===== src/design/smio_pkg.sv =====
// shared types and constants for the multi-lane serial interface pin-role block
package smio_pkg;
   typedef enum logic [1:0] {
      SMIO_W1,
      SMIO_W2,
      SMIO_W4
   } smio_width_t;

   // lane pin bundle, one bit per shared pin
   typedef struct packed {
      logic [3:0] val;
   } smio_lanes_t;

   localparam int          SMIO_SYNC_STAGES = 2;
   localparam int          SMIO_FIFO_DEPTH  = 8;
   localparam int          SMIO_FIFO_WIDTH  = 4;
   localparam logic [3:0]  SMIO_LANES_RST   = 4'h0;
   localparam logic [3:0]  SMIO_PINS_IDLE   = 4'hF;
   localparam int          SMIO_LANE_ZERO   = 0;
   localparam int          SMIO_LANE_ONE    = 1;
   localparam int          SMIO_LANE_TWO    = 2;
   localparam int          SMIO_LANE_THREE  = 3;
endpackage : smio_pkg


===== src/design/smio_fifo.sv =====
// small synchronous FIFO with valid/ready on both sides
`timescale 1ns/10ps
module smio_fifo #(
   parameter int WIDTH = 4,
   parameter int DEPTH = 8
) (
   input  wire logic             sys_clk,
   input  wire logic             rst,
   input  wire logic             flush,
   input  wire logic [WIDTH-1:0] in_data,
   input  wire logic             in_valid,
   output logic                  in_ready,
   output logic      [WIDTH-1:0] out_data,
   output logic                  out_valid,
   input  wire logic             out_ready
);
   localparam int AW = $clog2(DEPTH);
   logic [WIDTH-1:0] mem_ff [DEPTH];
   logic [AW-1:0]    wr_ptr_ff;
   logic [AW-1:0]    rd_ptr_ff;
   logic [AW:0]      count_ff;
   logic             push;
   logic             pop;
   logic [AW:0]      nxt_count;
   logic             in_ready_ff;
   logic             out_valid_ff;

   // flags held in flops, so valid and ready leave straight from registers
   assign in_ready  = in_ready_ff;
   assign out_valid = out_valid_ff;
   assign out_data  = mem_ff[rd_ptr_ff];
   assign push      = in_valid && in_ready_ff;
   assign pop       = out_valid_ff && out_ready;
   assign nxt_count = count_ff + (AW+1)'(push) - (AW+1)'(pop);

   always_ff @(posedge sys_clk) begin
      if (push) begin
         mem_ff[wr_ptr_ff] <= in_data;
      end
   end

   always_ff @(posedge sys_clk) begin
      if (rst || flush) begin
         wr_ptr_ff    <= '0;
         rd_ptr_ff    <= '0;
         count_ff     <= '0;
         in_ready_ff  <= 1'b1;
         out_valid_ff <= 1'b0;
      end else begin
         if (push) begin
            wr_ptr_ff <= (wr_ptr_ff == AW'(DEPTH-1)) ? '0 : wr_ptr_ff + 1'b1;
         end
         if (pop) begin
            rd_ptr_ff <= (rd_ptr_ff == AW'(DEPTH-1)) ? '0 : rd_ptr_ff + 1'b1;
         end
         count_ff     <= nxt_count;
         in_ready_ff  <= (nxt_count != (AW+1)'(DEPTH));
         out_valid_ff <= (nxt_count != '0);
      end
   end
endmodule : smio_fifo


===== src/design/smio_pin_roles.sv =====
// pin-role selection and lane shifting for the multi-lane serial interface
//
// What this block does
// - single-lane transfers plus dual and quad transfers over shared lanes.
// - pin zero is serial input in single mode, lane zero in dual/quad.
// - pin one is serial output in single mode, lane one in dual/quad.
// - pin two is active-low write protect unless quad enabled, then lane two.
// - pin three low pauses single/dual transfers; lane three in quad mode.
// - reset select set: pin three is active-low reset unless quad and selected.
// - sample inputs on rising serial clock; change outputs after falling edge.
// - chip select high: ignore data and hold inputs, float outputs; low starts each command.
// - pause entry and exit take effect only while serial clock is low.
// - quad enable bit disables hold and write protect for lanes three, two.
`timescale 1ns/10ps
module smio_pin_roles
   import smio_pkg::*;
#(
   parameter int FIFO_WIDTH = SMIO_FIFO_WIDTH,
   parameter int FIFO_DEPTH = SMIO_FIFO_DEPTH
) (
   input  wire logic                  sys_clk,
   input  wire logic                  rst,
   input  wire logic                  sck,
   input  wire logic                  cs_n,
   input  wire logic [3:0]            lane_in,
   output logic      [3:0]            lane_out,
   output logic      [3:0]            lane_oe,
   input  wire logic                  quad_enable_bit,
   input  wire logic                  reset_pin_select_bit,
   input  wire smio_width_t           xfer_width,
   input  wire logic                  drive_dir,
   output logic      [FIFO_WIDTH-1:0] rx_data,
   output logic                       rx_valid,
   input  wire logic                  rx_ready,
   input  wire logic [FIFO_WIDTH-1:0] tx_data,
   input  wire logic                  tx_valid,
   output logic                       tx_ready,
   output logic                       write_protect_ff,
   output logic                       hw_reset_ff,
   output logic                       hold_ff,
   output logic                       selected_ff
);
   logic [1:0] sck_sync_ff;
   logic [1:0] cs_sync_ff;
   logic [3:0] pin_s1_ff;
   logic [3:0] pin_s2_ff;
   logic       sck_d_ff;
   logic       sck_rise;
   logic       sck_fall;
   logic       sck_low;
   logic       sel;
   logic       hold_pin_ok;
   logic       nxt_hold;
   logic [3:0] nxt_oe;
   logic [3:0] nxt_out;
   logic [3:0] rx_sample;
   logic       rx_push;
   logic       tx_pop;
   logic [FIFO_WIDTH-1:0] tx_word;
   logic       tx_word_valid;
   logic [3:0] lane_out_ff;
   logic [3:0] lane_oe_ff;

   // lanes used per width, decoded at several places
   function automatic logic [3:0] lane_mask(input smio_width_t w);
      case (w)
         SMIO_W1: lane_mask = 4'h1;
         SMIO_W2: lane_mask = 4'h3;
         SMIO_W4: lane_mask = 4'hF;
         default: lane_mask = 4'h1;
      endcase
   endfunction : lane_mask

   // two-flop synchronisers for every pin
   always_ff @(posedge sys_clk) begin
      if (rst) begin
         sck_sync_ff <= 2'h0;
         cs_sync_ff  <= 2'h3;
         pin_s1_ff   <= SMIO_PINS_IDLE;
         pin_s2_ff   <= SMIO_PINS_IDLE;
      end else begin
         sck_sync_ff <= {sck_sync_ff[0], sck};
         cs_sync_ff  <= {cs_sync_ff[0], cs_n};
         pin_s1_ff   <= lane_in;
         pin_s2_ff   <= pin_s1_ff;
      end
   end

   always_ff @(posedge sys_clk) begin
      if (rst) begin
         sck_d_ff <= 1'b0;
      end else begin
         sck_d_ff <= sck_sync_ff[1];
      end
   end

   assign sck_rise = sck_sync_ff[1] && !sck_d_ff;
   assign sck_fall = !sck_sync_ff[1] && sck_d_ff;
   assign sck_low  = !sck_sync_ff[1];
   assign sel      = !cs_sync_ff[1];

   // hold pin is only a pause in non-quad mode with reset select clear
   assign hold_pin_ok = !quad_enable_bit && !reset_pin_select_bit;

   always_comb begin
      nxt_hold = hold_ff;
      if (!sel || !hold_pin_ok || xfer_width == SMIO_W4) begin
         nxt_hold = 1'b0;
      end else if (sck_low) begin
         nxt_hold = !pin_s2_ff[SMIO_LANE_THREE];
      end
   end

   always_ff @(posedge sys_clk) begin
      if (rst) begin
         hold_ff <= 1'b0;
      end else begin
         hold_ff <= nxt_hold;
      end
   end

   always_ff @(posedge sys_clk) begin
      if (rst) begin
         selected_ff <= 1'b0;
      end else begin
         selected_ff <= sel;
      end
   end

   // write protect, active low, only outside quad mode
   always_ff @(posedge sys_clk) begin
      if (rst) begin
         write_protect_ff <= 1'b0;
      end else begin
         write_protect_ff <= !quad_enable_bit && !pin_s2_ff[SMIO_LANE_TWO];
      end
   end

   // hardware reset role of pin three
   always_ff @(posedge sys_clk) begin
      if (rst) begin
         hw_reset_ff <= 1'b0;
      end else begin
         hw_reset_ff <= reset_pin_select_bit && (!quad_enable_bit || !sel)
                        && !pin_s2_ff[SMIO_LANE_THREE];
      end
   end

   // receive: sample lanes on rising clock edge
   always_comb begin
      rx_sample = 4'h0;
      case (xfer_width)
         SMIO_W1: rx_sample = {3'h0, pin_s2_ff[SMIO_LANE_ZERO]};
         SMIO_W2: rx_sample = {2'h0, pin_s2_ff[1:0]};
         SMIO_W4: rx_sample = quad_enable_bit ? pin_s2_ff : {2'h0, pin_s2_ff[1:0]};
         default: rx_sample = 4'h0;
      endcase
   end

   assign rx_push = sel && !hold_ff && !drive_dir && sck_rise;

   smio_fifo #(
      .WIDTH(FIFO_WIDTH),
      .DEPTH(FIFO_DEPTH)
   ) u_rx_fifo (
      .sys_clk  (sys_clk),
      .rst      (rst),
      .flush    (1'b0),
      .in_data  (FIFO_WIDTH'(rx_sample)),
      .in_valid (rx_push),
      .in_ready (),
      .out_data (rx_data),
      .out_valid(rx_valid),
      .out_ready(rx_ready)
   );

   smio_fifo #(
      .WIDTH(FIFO_WIDTH),
      .DEPTH(FIFO_DEPTH)
   ) u_tx_fifo (
      .sys_clk  (sys_clk),
      .rst      (rst),
      .flush    (!sel),
      .in_data  (tx_data),
      .in_valid (tx_valid),
      .in_ready (tx_ready),
      .out_data (tx_word),
      .out_valid(tx_word_valid),
      .out_ready(tx_pop)
   );

   // transmit: shift next symbol out after falling clock edge
   assign tx_pop = sel && !hold_ff && drive_dir && sck_fall;

   always_comb begin
      nxt_oe  = 4'h0;
      nxt_out = lane_out_ff;
      if (sel && !hold_ff && drive_dir) begin
         case (xfer_width)
            SMIO_W1: nxt_oe = 4'h2;
            SMIO_W2: nxt_oe = lane_mask(SMIO_W2);
            SMIO_W4: nxt_oe = quad_enable_bit ? lane_mask(SMIO_W4) : 4'h0;
            default: nxt_oe = 4'h0;
         endcase
         // an empty queue leaves the lanes at their last symbol
         if (tx_pop && tx_word_valid) begin
            if (xfer_width == SMIO_W1) begin
               nxt_out = {2'h0, tx_word[0], 1'b0};
            end else begin
               nxt_out = 4'(tx_word) & lane_mask(xfer_width);
            end
         end
      end
   end

   always_ff @(posedge sys_clk) begin
      if (rst) begin
         lane_out_ff <= SMIO_LANES_RST;
         lane_oe_ff  <= SMIO_LANES_RST;
      end else begin
         lane_out_ff <= nxt_out;
         lane_oe_ff  <= nxt_oe;
      end
   end

   assign lane_out = lane_out_ff;
   assign lane_oe  = lane_oe_ff;
endmodule : smio_pin_roles


===== config.mk =====
export PLATFORM = sky130hd
export DESIGN_NAME = smio_pin_roles
export DESIGN_NICKNAME = d
export VERILOG_FILES = /design/src/design/smio_pkg.sv /design/src/design/smio_fifo.sv /design/src/design/smio_pin_roles.sv
export SDC_FILE = /design/constraint.sdc
export NUM_CORES = 1
export LEC_CHECK = 0
export BUFFER_PORTS_ARGS = -buffer_cell sky130_fd_sc_hd__buf_2
export CAP_MARGIN = 40
export CORE_MARGIN = 5
export CORE_UTILIZATION = 30
export DETAILED_ROUTE_END_ITERATION = 8
export GPL_TIMING_DRIVEN = 1
export PLACE_DENSITY_LB_ADDON = 0.08
export REMOVE_ABC_BUFFERS = 1
export SETUP_SLACK_MARGIN = 0.5
export SLEW_MARGIN = 0
export SYNTH_ARGS = -nofsm -noshare
export SYNTH_HDL_FRONTEND = slang
export SYNTH_HIERARCHICAL = 1
export SYNTH_SLANG_ARGS = --single-unit

===== constraint.sdc =====
create_clock -name sys_clk -period 3.3 [get_ports sys_clk]
set_input_delay 0.33 -clock sys_clk [delete_from_list [all_inputs] [get_ports sys_clk]]
set_output_delay 0.33 -clock sys_clk [all_outputs]
set_load 0.01 [all_outputs]

Word-level counts from Yosys, hierarchy flattened
Memory sizes are Yosys's and may differ from the RTL's. A register that Yosys moved wholly into a read port is not among the register bits.
Index checks and enable logic that the tools add are counted.
{"block": "op_classes", "n_addsub": 8, "mul": 0, "n_div": 0, "order_cmp": 0, "n_eq_ne": 8, "shift": 0, "muxes": 21, "n_bitwise": 2, "reduce_logical": 35}
{"operator": "2-to-1 mux 3 bit", "count": 8}
{"operator": "2-to-1 mux 4 bit", "count": 6}
{"operator": "one-hot mux 4 bit (3 select lines)", "count": 2}
{"operator": "logical AND 1 bit", "count": 15}
{"operator": "adder 3 x 1 -> 3 bit (second input constant)", "count": 4}
{"operator": "equality test 3 bit (second input constant)", "count": 4}
{"operator": "logical NOT 1 bit", "count": 10}
{"operator": "adder 4 x 1 -> 4 bit", "count": 2}
{"operator": "inequality test 4 bit (second input constant)", "count": 2}
{"operator": "one-hot mux 4 bit (2 select lines)", "count": 1}
{"operator": "nonzero test 4 bit", "count": 2}
{"operator": "subtractor 4 x 1 -> 4 bit", "count": 2}
{"operator": "bitwise AND 4 bit", "count": 1}
{"operator": "logical OR 1 bit", "count": 4}
{"operator": "2-to-1 mux 1 bit", "count": 4}
{"operator": "OR reduction 2 bit", "count": 2}
{"operator": "equality test 2 x 1 -> 1 bit (second input constant)", "count": 1}
{"operator": "equality test 2 bit (second input constant)", "count": 1}
{"operator": "logical NOT 2 bit", "count": 1}
{"operator": "AND reduction 2 bit", "count": 1}
{"operator": "inverter 1 bit", "count": 1}
{"block": "totals", "ff_bits": 49, "latch_bits": 0, "ramBits": 64, "romBits": 0, "input_bits": 19, "out_inout_bits": 18, "elab_cells": 97, "n_memories": 2}
{"memory": "u_rx_fifo.mem_ff", "words": 8, "width": 4, "rd": 1, "rd_ports_with_merged_regs": 1, "write_ports": 1, "line_no": "smio_fifo.sv:18", "rtl": "logic [WIDTH-1:0] mem_ff [DEPTH];"}
{"memory": "u_tx_fifo.mem_ff", "words": 8, "width": 4, "rd": 1, "rd_ports_with_merged_regs": 1, "write_ports": 1, "line_no": "smio_fifo.sv:18"}

Depth between registers and ports, before layout
{"block": "logic_depth", "word_depth": 9, "mapped_depth": 11, "ltp_nobuf": 11}

By module
Netlist, hierarchy kept.
{"module": "smio_fifo", "n_inst": 2, "cells_per_inst": 128, "area_per_inst_um2": 1943.1, "seq_area_each_um2": 1261.2}
{"module": "smio_pin_roles", "n_inst": 1, "cells_per_inst": 88, "area_per_inst_um2": 903.4, "seq_area_each_um2": 480.5}

Worst setup path after synthesis
No wires, ideal clock.
{"block": "synth_path", "path_kind": "reg-to-reg", "from": "register hold_ff", "to": "register u_tx_fifo.in_ready_ff (netlist: u_tx_fifo/in_ready)", "arrival_ps": 2430, "required_time_ps": 3186, "slack_ps": 756, "stages_incl_launch_ff": 11, "cell_sequence": "dfxtp_1 -> or3b_4 -> nor3b_2 -> nand3_1 -> nand2_1 -> ha_1 -> inv_1 -> fa_1 -> xnor2_1 -> nor3b_1 -> a21bo_1"}
{"block": "synth_between", "elab_chain_cells": 7}
{"item": "from (decl)", "line_no": "smio_pin_roles.sv:40", "rtl": "output logic hold_ff,"}
{"item": "from (signal assigned)", "line_no": "smio_pin_roles.sv:118", "rtl": "hold_ff <= nxt_hold;"}
{"item": "logical NOT 1 bit", "line_no": "smio_pin_roles.sv:193", "rtl": "assign tx_pop = sel && !hold_ff && drive_dir && sck_fall;"}
{"item": "logical AND 1 bit (3 in a row)", "line_no": "smio_pin_roles.sv:193"}
{"item": "named net tx_pop", "line_no": "smio_pin_roles.sv:58", "rtl": "logic tx_pop;"}
{"item": "logical AND 1 bit", "line_no": "smio_fifo.sv:33", "rtl": "assign pop = out_valid_ff && out_ready;"}
{"item": "subtractor 4 x 1 -> 4 bit", "line_no": "smio_fifo.sv:34", "rtl": "assign nxt_count = count_ff + (AW+1)'(push) - (AW+1)'(pop);"}
{"item": "inequality test 4 bit", "line_no": "smio_fifo.sv:57", "rtl": "in_ready_ff <= (nxt_count != (AW+1)'(DEPTH));"}
{"item": "to (signal assigned)", "line_no": "smio_fifo.sv:57"}
{"item": "to (decl)", "line_no": "smio_fifo.sv:25", "rtl": "logic in_ready_ff;"}
The timed path passes the listed nets, and every way through them passes these cells.
A chain may end at the register's enable or synchronous reset.

Worst setup path after layout
{"block": "layout_path", "from": "register cs_sync_ff[1]", "to": "register u_tx_fifo.in_ready_ff (netlist: u_tx_fifo/in_ready)"}
{"block": "layout_between", "elab_chain_cells": 7, "word_cells_on_any_way": 8, "classes_between": "add/sub: 1; eq/ne: 1; reduce/logical: 6"}
{"item": "from (decl)", "line_no": "smio_pin_roles.sv:44", "rtl": "logic [1:0] cs_sync_ff;"}
{"item": "from (signal assigned)", "line_no": "smio_pin_roles.sv:83", "rtl": "cs_sync_ff <= {cs_sync_ff[0], cs_n};"}
{"item": "logical NOT 1 bit", "line_no": "smio_pin_roles.sv:100", "rtl": "assign sel = !cs_sync_ff[1];"}
{"item": "logical AND 1 bit (3 in a row)", "line_no": "smio_pin_roles.sv:193"}
{"item": "named net tx_pop", "line_no": "smio_pin_roles.sv:58"}
{"item": "logical AND 1 bit", "line_no": "smio_fifo.sv:33"}
{"item": "subtractor 4 x 1 -> 4 bit", "line_no": "smio_fifo.sv:34"}
{"item": "inequality test 4 bit", "line_no": "smio_fifo.sv:57"}
The timed path passes the listed nets, and every way through them passes these cells.

==> flow_summary_export.csv <==
group,metric,value,unit
pwr,seq_power_share,0.409,
routing,routed-wl-met3,387,µm
yosys,synth_enable_flop_cells,64,
pwr,p_switching,0.747,mW
floorplanning,die_h,136,µm
place,port-buffer-count,36,
worst_setup_path,worstPathArrival,2.92,ns
worst_setup_path,critical_path_required,3.60,ns
floorplanning,pin_count,37,
min_path,hold_path_class,"primary input to flip-flop",
sta,rsz0062_at_grt,"false",
yosys,syn_area,0.00479,mm²
global_route,first_global_vias,2905,
routing,wl,9.23,mm
yosys,synth-seq-area-share,0.627,
place,place_inst,587,
pwr,powerDensity,662,mW/mm²
status,outcome,"completed",
finish,nFillCells,1532,
sta,tightest_slew,0.960,ns
clock_tree,clkTransAtPathRegs,0.06,ns
clock_tree,cts_setup_buffers,0,
clock_tree,cts_tree,"built",
yosys,synth.area.top_cells,"edfxtp_1, dfxtp_1, mux4_1",
yosys,synth_top_area_frac,0.401,
worst_setup_path,cp_max_fo,6,
pwr,internal_power,3.16,mW
pwr,clockPowerShare,0.548,
worst_setup_path,cp_slowest_cell,"or3b_4",
sta,slew_viol_final,0,
finish,final_core_util,0.375,
sta,final-hold-violation-count,0,
clock_tree,htree_levels,4,
yosys,avgSynthCellArea,13.9,µm²
finish,drive_gt1_frac,0.223,
finish,syn2layout_area_growth,23.4,%
sta,setup_viol,0,
yosys,synth_most_common_cell,"edfxtp_1",
routing,dr.max_layer_used,"met4",
worst_setup_path,crit_path_max_incr_delay,0.44,ns
yosys,syn_inst,344,
finish,multi_input_area,0.00169,mm²
sta,whs,0.102,ns
pwr,ir_drop,0.000379,V
sta,finalCritPeriodShare,0.793,
pwr,power.static_leakage,2.16,nW
routing,route.met2.wl,4.58,mm
finish,final_nets,430,
global_route,grt_pass1_wl,15.4,mm
global_route,overflow,0,
pwr,combPwrFrac,0.043,
worst_setup_path,critPathCaptureType,"flip-flop",
floorplanning,dieArea,0.0186,mm²
global_route,antenna_found_initial,0,
routing,drc,0,
sta,period_needed,2.62,ns
floorplanning,dieWidth,136,µm
place,hpwl,6.65,mm
routing,wl_met1,4.11,mm
clock_tree,clock_latency,0.41,ns
run,maxCapViolCount,0,
finish,final_cells,620,
clock_tree,holdBufCountCts,0,
clock_tree,root_buffer,"clkbuf_16",
pwr,switching_share,0.191,
worst_setup_path,cp_num_buf_inv,1,
routing,ant_nets,0,
yosys,synth_common_cells,"edfxtp_1, dfxtp_1, nor2_1, a21oi_1, nand2_1",
sta,clock.fmax,0.382,GHz
sta,maxSlewHeadroom,0.359,
finish,seq_area,0.00300,mm²
sta,fin_skew,0.00810,ns
yosys,ys_seq_elements,118,
routing,vias,2760,
routing,dr.first_iter.drc_count,144,
clock_tree,cts_sinks,118,
floorplanning,coreArea,0.0158,mm²
floorplanning,initial_core_util,0.304,
yosys,ys.flop_type,"edfxtp_1",
worst_setup_path,cp_top_family,"simple AND/OR/NAND/NOR gates",
clock_tree,cts_resized,0,
finish,diodes,0,
routing,viasPerCell,4.45,
worst_setup_path,cp-start-kind,"flip-flop",
sta,timing.setup.tns,0,ns
global_route,grt_max_degree,25,
routing,wire_per_inst,14.9,µm
global_route,grt_usage,0.111,
yosys,ys_types,41,
routing,dr.pass1.iters,4,
worst_setup_path,path_cells,"or3b_4, nor3b_4, nand3_2, nand2_1, ha_1, inv_1, fa_1, xnor2_1, nor3b_1, a21bo_1",
clock_tree,cts_buffers,17,
yosys,synth_top_area_cell,"edfxtp_1",
floorplanning,num_rows,46,
yosys,ys_async_sr_fraction,0,
place,place_congestion,0.727,
worst_setup_path,worst-setup-path-type,"flip-flop to flip-flop",
clock_tree,cts_max_path_buffers,2,
yosys,yosys_warnings,6,
## sequential cells by signal (all words and copies together) (netlist names), named ones only
| register | flops |
|---|---|
| u_rx_fifo/mem_ff | 32 |
| u_tx_fifo/mem_ff | 32 |
| lane_out | 4 |
| pin_s1_ff | 4 |
| pin_s2_ff | 4 |
| u_rx_fifo/count_ff | 4 |
| u_tx_fifo/count_ff | 4 |
| lane_oe | 3 |
| u_rx_fifo/rd_ptr_ff | 3 |
| u_rx_fifo/wr_ptr_ff | 3 |
| u_tx_fifo/rd_ptr_ff | 3 |
| u_tx_fifo/wr_ptr_ff | 3 |
| cs_sync_ff | 2 |
| sck_sync_ff | 2 |
| hold_ff | 1 |
| hw_reset_ff | 1 |
| sck_d_ff | 1 |
| selected_ff | 1 |
| u_rx_fifo/in_ready | 1 |
| u_rx_fifo/out_valid | 1 |
| u_tx_fifo/in_ready | 1 |
| u_tx_fifo/out_valid | 1 |
| write_protect_ff | 1 |
## power by group through the flow
stage	logic, mW	clock network [mW]	registers (mW)
2_1_floorplan	0.109	0	1.63
6_report	0.169	2.14	1.60
3_3_place_gp	0.169	0	1.63
4_1_cts	0.172	2.21	1.60
5_1_grt	0.192	2.28	1.60
3_5_place_dp	0.171	0	1.63
## through the flow
step | power (mW) | cell area (µm²) | setup WS (ns)
after global routing | 4.08 | 5910 | 0.525
after floorplan | 1.73 | 4730 | 0.756
after CTS | 3.98 | 5890 | 0.543
final | 3.91 | 5910 | 0.682
after detailed placement | 1.80 | 5200 | 0.484
after global placement | 1.80 | 5190 | 0.538
## placed cells by master, fill, tap and decap left out, types with 8 or more instances in the layout
master,netlist,routed
mux4_1,16,16
ha_1,18,18
buf_2,0,37
nor3_1,10,10
dfxtp_1,54,54
nand3_1,16,15
edfxtp_1,64,64
a21oi_1,20,20
or2_2,10,10
nor2_1,22,22
nand2_1,20,20
clkbuf_16,0,17
inv_1,13,13
mux2_2,8,8
## worst paths after layout
kind / slack, ns / end / depth (start not counted) / from
setup / recovery: 0.68 / u_tx_fifo/in_ready / 10 / cs_sync_ff[1]
hold / removal: 0.10 / pin_s1_ff[3] / 2 / lane_in[3]
hold reg to reg: 0.40 / pin_s2_ff[2] / 1 / pin_s1_ff[2]
setup reg to reg: 0.68 / u_tx_fifo/in_ready / 10 / cs_sync_ff[1]
## routing by layer
metal,track usage,vias up
li1,-,1387
met5,0,-
met4,0.0437,0
met1,0.132,1323
met2,0.183,39
met3,0.0418,11
## cell families (layout without fill, tap and decap cells)
logic type / count (synthesis) / in the layout / synth area share
and+or+nand+nor: 116 / 116 / 0.130
muxes: 28 / 28 / 0.115
AOI/OAI and AO/OA: 33 / 33 / 0.0423
DFF: 118 / 118 / 0.627
buffers and inverters: 24 / 84 / 0.0227
xor gates and xnor gates: 4 / 4 / 0.00731
other: 1 / 1 / 0.000783
adders and majority gates: 20 / 20 / 0.0554
## layout make-up
class,count,area share
Sequential cell,118,0.508
Multi-Input combinational cell,202,0.286
Clock buffer,19,0.0750
Tap cell,216,0.0457
Clock inverter,13,0.0424
Timing Repair Buffer,39,0.0345
Inverter,13,0.00826
Power figures use the tool's default switching activity.
